File: src/verilog/uc_cfg_consts.svh
// Constants for the average-undercurrent threshold and global option word block
`ifndef UC_CFG_CONSTS_SVH
`define UC_CFG_CONSTS_SVH
// Command codes of the two registers
`define CMD_AVG_UC_THR 8'he8
`define CMD_GLOBAL_OPT 8'he9
// Global option word field positions
`define GOW_MON_TEMP_BIT 12
`define GOW_SENSE_LSB 8
`define GOW_DDC_PP_BIT 6
`define GOW_TMO_DIS_BIT 4
`define GOW_SYNC_LSB 1
// Field codes
`define SENSE_SHARED 2'h1
`define SYNC_INT_OUT 2'h1
`define SYNC_EXT 2'h2
// Linear-11 layout: exponent in 15:11, mantissa in 10:0
`define L11_EXP_LSB 11
`define L11_MANT_MIN 11'h400
`define L11_MANT_HALF 11'h200
// Current samples are signed with this many fraction bits (1/16 A)
`define CUR_FRAC_BITS 4
`define CUR_LIMIT_AMPS 100
`define CUR_LIMIT_FIXED ((`CUR_LIMIT_AMPS) << (`CUR_FRAC_BITS))
// Reset values before the strap load
`define THR_RESET 16'h0000
`define GOW_RESET 16'h0000
// Cycles after reset release before the synchronised straps are taken
`define STRAP_SETTLE_CYCLES 3'h3
`define ACC_CNT_MAX 8'hff
`endif

File: src/verilog/uc_cfg_pkg.sv
// Types for the average-undercurrent threshold and global option word block
package uc_cfg_pkg;
  // One command from the link front end
  typedef struct packed {
    logic wr;
    logic rd;
    logic [7:0] code;
    logic page;
    logic [15:0] data;
  } cmd_req_type;
  // One current sample of one output
  typedef struct packed {
    logic valid;
    logic signed [15:0] value;
    logic on_interval;
    logic blanking;
  } sample_type;
  // Whole state of the block
  typedef struct packed {
    logic [1:0][15:0] uc_thr;
    logic [15:0] gow;
    logic [1:0][15:0] strap_oc_s1;
    logic [1:0][15:0] strap_oc_s2;
    logic [15:0] strap_gow_s1;
    logic [15:0] strap_gow_s2;
    logic [2:0] load_cnt;
    logic loaded;
    logic [1:0][23:0] acc_sum;
    logic [1:0][7:0] acc_cnt;
    logic [1:0] prev_active;
    logic [1:0] uc_flag;
    logic [1:0] resp_pulse;
    logic [15:0] rd_data;
    logic rd_valid;
    logic rd_error;
    logic wr_refused;
  } state_type;
endpackage

File: src/verilog/uc_cfg_block.sv
// Average-undercurrent threshold, undercurrent fault flag and global option word
`timescale 1ns/1ps
`default_nettype none
`include "uc_cfg_consts.svh"

module uc_cfg_block (
  input wire logic mclk,
  input wire logic rst_n,
  input wire uc_cfg_pkg::cmd_req_type cmd,
  input wire logic write_protect,
  input wire logic clear_faults,
  input wire logic [1:0][15:0] strap_avg_oc,
  input wire logic [15:0] strap_global,
  input wire uc_cfg_pkg::sample_type [1:0] samples,
  input wire logic [1:0] slope_up,
  input wire logic [1:0] instant_uc,
  output logic [15:0] rd_data,
  output logic rd_valid,
  output logic rd_error,
  output logic wr_refused,
  output logic cfg_loaded,
  output logic [1:0] uc_fault_flag,
  output logic [1:0] uc_fault_event,
  output logic alert_line_out,
  output logic alert_line_oe_n,
  output logic monitor_is_temp,
  output logic [1:0] sense_sel,
  output logic inter_device_comm_push_pull,
  output logic bus_timeout_en,
  output logic sync_use_external,
  output logic sync_drive_out
);

  ////////////////////////////////////////////////////////////////////////////
  // Helper functions

  // Linear-11 to signed fixed point with CUR_FRAC_BITS fraction bits
  function automatic logic signed [31:0] l11_to_fixed(input logic [15:0] w);
    logic signed [31:0] m;
    logic signed [5:0] sh;
    m = 32'(signed'(w[`L11_EXP_LSB-1:0]));
    sh = 6'(signed'(w[15:`L11_EXP_LSB])) + 6'(`CUR_FRAC_BITS);
    if (sh >= 0) begin
      return m <<< sh;
    end else begin
      return m >>> (-sh);
    end
  endfunction

  // Negate a Linear-11 value; the most negative mantissa moves up one exponent
  function automatic logic [15:0] l11_negate(input logic [15:0] w);
    if (w[`L11_EXP_LSB-1:0] == `L11_MANT_MIN) begin
      return {5'(w[15:`L11_EXP_LSB] + 5'h01), `L11_MANT_HALF};
    end else begin
      return {w[15:`L11_EXP_LSB], 11'(-w[`L11_EXP_LSB-1:0])};
    end
  endfunction

  // Threshold lies inside the accepted current span
  function automatic logic thr_in_range(input logic [15:0] w);
    logic signed [31:0] f;
    f = l11_to_fixed(w);
    return (f >= -(`CUR_LIMIT_FIXED)) && (f <= (`CUR_LIMIT_FIXED));
  endfunction

  ////////////////////////////////////////////////////////////////////////////
  // State

  uc_cfg_pkg::state_type st;  // All registers
  uc_cfg_pkg::state_type next_st;  // Next value of all registers
  logic [1:0] active;  // Sample lies in the averaged interval
  logic [1:0] interval_end;  // Averaged interval just ended
  logic [1:0] avg_viol;  // Average fell below threshold
  logic signed [23:0] mean [2];  // Average of the last interval

  ////////////////////////////////////////////////////////////////////////////
  // Next-state logic

  // Strap load, averaging, fault flags and command handling
  always_comb begin
    next_st = st;
    // Straps come from pins: two flip-flops before use
    next_st.strap_oc_s1 = strap_avg_oc;
    next_st.strap_oc_s2 = st.strap_oc_s1;
    next_st.strap_gow_s1 = strap_global;
    next_st.strap_gow_s2 = st.strap_gow_s1;
    next_st.resp_pulse = 2'h0;
    next_st.rd_valid = 1'b0;
    next_st.rd_error = 1'b0;
    next_st.wr_refused = 1'b0;
    // Configuration load once the straps have settled
    if (!st.loaded) begin
      if (st.load_cnt == `STRAP_SETTLE_CYCLES) begin
        next_st.loaded = 1'b1;
        next_st.gow = st.strap_gow_s2;
        for (int i = 0; i < 2; i++) begin
          next_st.uc_thr[i] = l11_negate(st.strap_oc_s2[i]);
        end
      end else begin
        next_st.load_cnt = 3'(st.load_cnt + 3'h1);
      end
    end
    // Per-page averaging of current samples
    for (int i = 0; i < 2; i++) begin
      // Up-slope averages the on interval, down-slope the off interval
      active[i] = slope_up[i] ? samples[i].on_interval : !samples[i].on_interval;
      interval_end[i] = st.prev_active[i] && !active[i];
      mean[i] = $signed(st.acc_sum[i]) / $signed({16'h0000, st.acc_cnt[i]});
      avg_viol[i] = 1'b0;
      next_st.prev_active[i] = active[i];
      if (interval_end[i]) begin
        // An empty interval (all blanked) gives no verdict
        if (st.acc_cnt[i] != 8'h00) begin
          avg_viol[i] = 32'(mean[i]) < l11_to_fixed(st.uc_thr[i]);
        end
        next_st.acc_sum[i] = 24'h000000;
        next_st.acc_cnt[i] = 8'h00;
      end else if (active[i] && samples[i].valid && !samples[i].blanking
                   && st.acc_cnt[i] != `ACC_CNT_MAX) begin
        // Counter saturates so that the sum cannot wrap
        next_st.acc_sum[i] = 24'(st.acc_sum[i] + 24'(samples[i].value));
        next_st.acc_cnt[i] = 8'(st.acc_cnt[i] + 8'h01);
      end
      // Shared flag: the set wins over a clear in the same cycle
      if (clear_faults) begin
        next_st.uc_flag[i] = 1'b0;
      end
      if (avg_viol[i] || instant_uc[i]) begin
        next_st.uc_flag[i] = 1'b1;
        next_st.resp_pulse[i] = !st.uc_flag[i];
      end
    end
    // Register writes
    if (cmd.wr) begin
      if (write_protect) begin
        next_st.wr_refused = 1'b1;
      end else if (cmd.code == `CMD_AVG_UC_THR) begin
        if (thr_in_range(cmd.data)) begin
          next_st.uc_thr[cmd.page] = cmd.data;
        end else begin
          next_st.wr_refused = 1'b1;
        end
      end else if (cmd.code == `CMD_GLOBAL_OPT) begin
        // Page is ignored; unused bits are stored but steer nothing
        next_st.gow = cmd.data;
      end else begin
        next_st.wr_refused = 1'b1;
      end
    end
    // Register reads
    if (cmd.rd) begin
      next_st.rd_valid = 1'b1;
      if (cmd.code == `CMD_AVG_UC_THR) begin
        next_st.rd_data = st.uc_thr[cmd.page];
      end else if (cmd.code == `CMD_GLOBAL_OPT) begin
        next_st.rd_data = st.gow;
      end else begin
        next_st.rd_data = 16'h0000;
        next_st.rd_error = 1'b1;
      end
    end
  end

  // State register with synchronous reset
  always_ff @(posedge mclk) begin
    if (!rst_n) begin
      st <= '0;
      st.gow <= `GOW_RESET;
      st.uc_thr <= {2{`THR_RESET}};
    end else begin
      st <= next_st;
    end
  end

  ////////////////////////////////////////////////////////////////////////////
  // Outputs

  // Answers of the command port, load status and fault outputs
  assign rd_data = st.rd_data;
  assign rd_valid = st.rd_valid;
  assign rd_error = st.rd_error;
  assign wr_refused = st.wr_refused;
  assign cfg_loaded = st.loaded;
  assign uc_fault_flag = st.uc_flag;
  assign uc_fault_event = st.resp_pulse;

  // Alert is open drain: drive low while any flag stands
  assign alert_line_out = 1'b0;
  assign alert_line_oe_n = ~|st.uc_flag;

  // Decode of the global option word; unused codes act as the default
  assign monitor_is_temp = st.gow[`GOW_MON_TEMP_BIT];
  assign sense_sel[0] = 1'b0;
  assign sense_sel[1] = st.gow[`GOW_SENSE_LSB +: 2] != `SENSE_SHARED;
  assign inter_device_comm_push_pull = st.gow[`GOW_DDC_PP_BIT];
  assign bus_timeout_en = !st.gow[`GOW_TMO_DIS_BIT];
  // Clock-out mode relies on the host not using it with a strapped frequency
  assign sync_use_external = st.gow[`GOW_SYNC_LSB +: 2] == `SYNC_EXT;
  assign sync_drive_out = st.gow[`GOW_SYNC_LSB +: 2] == `SYNC_INT_OUT;
endmodule // uc_cfg_block
`default_nettype wire

File: config.mk
export PLATFORM = sky130hd
export DESIGN_NAME = uc_cfg_block
export DESIGN_NICKNAME = d
export VERILOG_FILES = /design/src/verilog/uc_cfg_pkg.sv /design/src/verilog/uc_cfg_block.sv
export VERILOG_INCLUDE_DIRS = /design/src /design/src/verilog
export SDC_FILE = /design/constraint.sdc
export NUM_CORES = 2
export LEC_CHECK = 0
export BUFFER_PORTS_ARGS = -buffer_cell sky130_fd_sc_hd__buf_2
export CORE_MARGIN = 5
export CORE_UTILIZATION = 50
export CTS_CLUSTER_SIZE = 30
export DETAILED_ROUTE_END_ITERATION = 10
export PLACE_DENSITY = 0.67
export SETUP_SLACK_MARGIN = 0.3
export SYNTH_ARGS = -nofsm -noshare
export SYNTH_HDL_FRONTEND = slang
export SYNTH_SLANG_ARGS = --single-unit
File: constraint.sdc
create_clock -name mclk -period 108.9 [get_ports mclk]
set_clock_uncertainty 0.1 [all_clocks]
set_input_delay 21.78 -clock mclk [delete_from_list [all_inputs] [get_ports mclk]]
set_output_delay 21.78 -clock mclk [all_outputs]
set_load 0.03 [all_outputs]
==> flow_summary.json <==
{
  "start_util_pct": 50.5,
  "grt_setup_unrepaired": "false",
  "yosys_most_used_dff": "dfxtp_1",
  "relSlewSlack_pct": 17.5,
  "ys_seq_area_share_pct": 11.7,
  "via_count": 42400,
  "cts_tree": "done",
  "core-area_mm2": 0.0807,
  "die-area_mm2": 0.0872,
  "tns_ns": 0,
  "outcome": "finished, final reports clean",
  "final_nets": 6242,
  "drc_errors": 0,
  "hold_viol": 0,
  "busiest_layer": "met2",
  "root_buffer": "clkbuf_16",
  "yosysWarnings": 0,
  "drive_above_1_share_pct": 9.33,
  "routed_via_density": 6.29,
  "clock.fmax_ghz": 0.0141,
  "final_antenna_net_count": 0,
  "fp.dieH_um": 295,
  "pin_count": 154,
  "clkLatencyLatePin_ns": 0.61,
  "worst-path-buf-inv": 13,
  "ys_ff_latch": 237,
  "period_minus_slack_ns": 70.74,
  "worstPathMaxFanout": 21,
  "cp_data_arrival_time_ns": 71.15,
  "min_path_type": "reg -> reg",
  "synth_edf_count": 0,
  "die_w_um": 295,
  "syn_area_per_cell_um2": 7.19,
  "max_stage_delay_ns": 0.81,
  "gr-total-overflow": 0,
  "grt_first_pass_wirelength_um": 201000,
  "yosysTopAreaCellShare_pct": 14.2,
  "met3_usage_pct": 2.55,
  "synthTopCellsByArea": "ha_1 14%, dfxtp_1 12%, a21oi_1 6.3%",
  "grt_pass1_vias": 38900,
  "yosysMostFrequentCell": "nand2_1",
  "syn2layout_area_growth_pct": 6.14,
  "async_flop_share_pct": 0,
  "crit_required_ns": 109.31,
  "drv_cap": 0,
  "grt_antenna_before_repair": 1,
  "rows": 104,
  "path_class": "reg -> reg",
  "gp_congestion": 0.992,
  "synth_commonest_cells": "572 x nand2_1, 567 x nor2_1, 513 x a21oi_1",
  "timing.final.crit_share_pct": 65.0,
  "drt-initial-drc-count": 3162,
  "path_common_cell": "o21a_1",
  "cts_hold_buffers": 0,
  "wire_per_inst_um": 18.6,
  "clockBufferDepth": 3,
  "setup_viol": 0,
  "cpLargestDelayFamily": "compound AO/OA/AOI/OAI gates",
  "dp_hpwl_um": 98900,
  "multi_input_area_mm2": 0.0343,
  "cts_buffers": 30,
  "clock_sinks": 237,
  "critPathSlowestCell": "and3_1",
  "endpoint_kind": "flip-flop",
  "dr.pass1.iters": 6,
  "r2r_setup_slack_ns": 38.16,
  "met1_usage_pct": 37.3,
  "htree_levels": 1,
  "worst_pin_slew_ns": 1.22,
  "ys_types": 140,
  "io_buffers": 151,
  "grt_usage_pct": 27.2,
  "synth_area_mm2": 0.0407,
  "regArea_mm2": 0.00474,
  "synth_cells": 5663,
  "clk_pin_slew_worst_paths_ns": 0.07,
  "synth_top_cell_by_area": "ha_1",
  "drv_slew": 0,
  "startpoint_type": "flip-flop",
  "postCtsSetupBuffers": 0,
  "wl_um": 126000,
  "cts_resized": 0,
  "met2_usage_pct": 45.3,
  "grt_max_degree": 105,
  "num-fill-cells": 7997
}
-- final timing paths --
check                                             start                             to  depth (start not counted)
worst max-delay path                st[42]$_SDFFE_PP0P_  uc_fault_flag[0]$_SDFFE_PN0P_                        300
worst min-delay path            next_st[146]$_SDFF_PN0_             st[146]$_SDFF_PN0_                          1
worst max register to register      st[42]$_SDFFE_PP0P_  uc_fault_flag[0]$_SDFFE_PN0P_                        300
worst min register to register  next_st[146]$_SDFF_PN0_             st[146]$_SDFF_PN0_                          1
-- state kept, by name, summed over array words and instances, names as in the netlist --
signal and flops:
monitor_is_temp 1, wr_refused 1, rd_valid 1, rd_data 16
uc_fault_flag 2, uc_fault_event 2, rd_error 1, next_st 48
st 163, inter_device_comm_push_pull 1, cfg_loaded 1
-- metal layers --
layer | wire [µm] | share of wire, %
met5 | 0 | 0
met4 | 4250 | 3.4
met3 | 7040 | 5.6
met2 | 56600 | 45
met1 | 57600 | 46
-- metrics by stage --
stage / worst slack, ns / utilization, % / std cells / hold slack (ns) / area [µm²]
after global routing: 32.35 / 53.5 / 6741 / 0.341 / 43200
after CTS: 39.13 / 53.5 / 6741 / 0.331 / 43200
after global placement: 40.00 / 52.2 / 6686 / 0.315 / 42100
final: 38.16 / 53.6 / 6742 / 0.326 / 43200
after detailed placement: 39.48 / 52.2 / 6686 / 0.317 / 42100
after floorplan: 49.16 / - / 5664 / 0.312 / 40700
-- area by class of cell --
cell class | instances | area share [%]
Inverter | 161 | 1.40
Sequential cell | 237 | 11.0
Tap cell | 1060 | 3.07
Clock buffer | 34 | 1.84
Multi-Input combinational cell | 5028 | 79.4
Timing Repair Buffer | 200 | 2.60
Clock inverter | 21 | 0.710
Antenna cell | 1 | 0.00579
-- worst register-to-register path: cells and delay by family (launching register included) --
kind	cells	cell delay (ns)
flip-flops	1	0.37
adder cells (fa/ha/maj)	26	7.34
multiplexers	4	1.14
XOR/XNOR	3	0.65
buffers and inverters	13	1.91
AO/OA/AOI/OAI	159	36.07
AND/OR/NAND/NOR	95	23.09
-- layout by cell type, fill, tap and decap left out, drive strengths merged, types with 15 or more instances in the layout --
master	Yosys	routed
a31oi	74	74
o21bai	46	46
or2	63	63
o21a	198	198
a22oi	15	15
xor2	121	121
o31ai	106	106
mux2	83	83
nand2b	62	62
o22ai	41	41
a311oi	28	28
ha	461	461
a21o	91	91
o22a	21	21
nor4	40	40
clkbuf	167	34
nand4	69	69
clkinv	6	16
a211oi	68	68
nor2b	66	66
nand2	572	572
a211o	23	23
a21oi	520	520
and3	40	40
or3	67	67
buf	71	200
dfxtp	237	237
o21ai	295	295
and2	148	148
o211ai	45	45
inv	155	157
o41ai	22	22
nor2	569	569
mux2i	116	116
nand3	118	118
nor3	286	286
or4	33	33
xnor2	209	209
-- cell families (layout without fill, tap and decap cells) --
group	Yosys count	count (layout)	share of synthesized area (%)
AOI/OAI and AO/OA	1813	1813	30.1
DFF	237	237	11.7
buffers and inverters	399	416	4.18
xor gates and xnor gates	330	330	7.12
adders and majority gates	463	463	14.3
other	1	3	0.00921
muxes	210	210	5.82
and+or+nand+nor	2210	2210	26.9
Power is not shown: default switching activity piles up to over one toggle a cycle in this logic, so the estimate is an artifact.
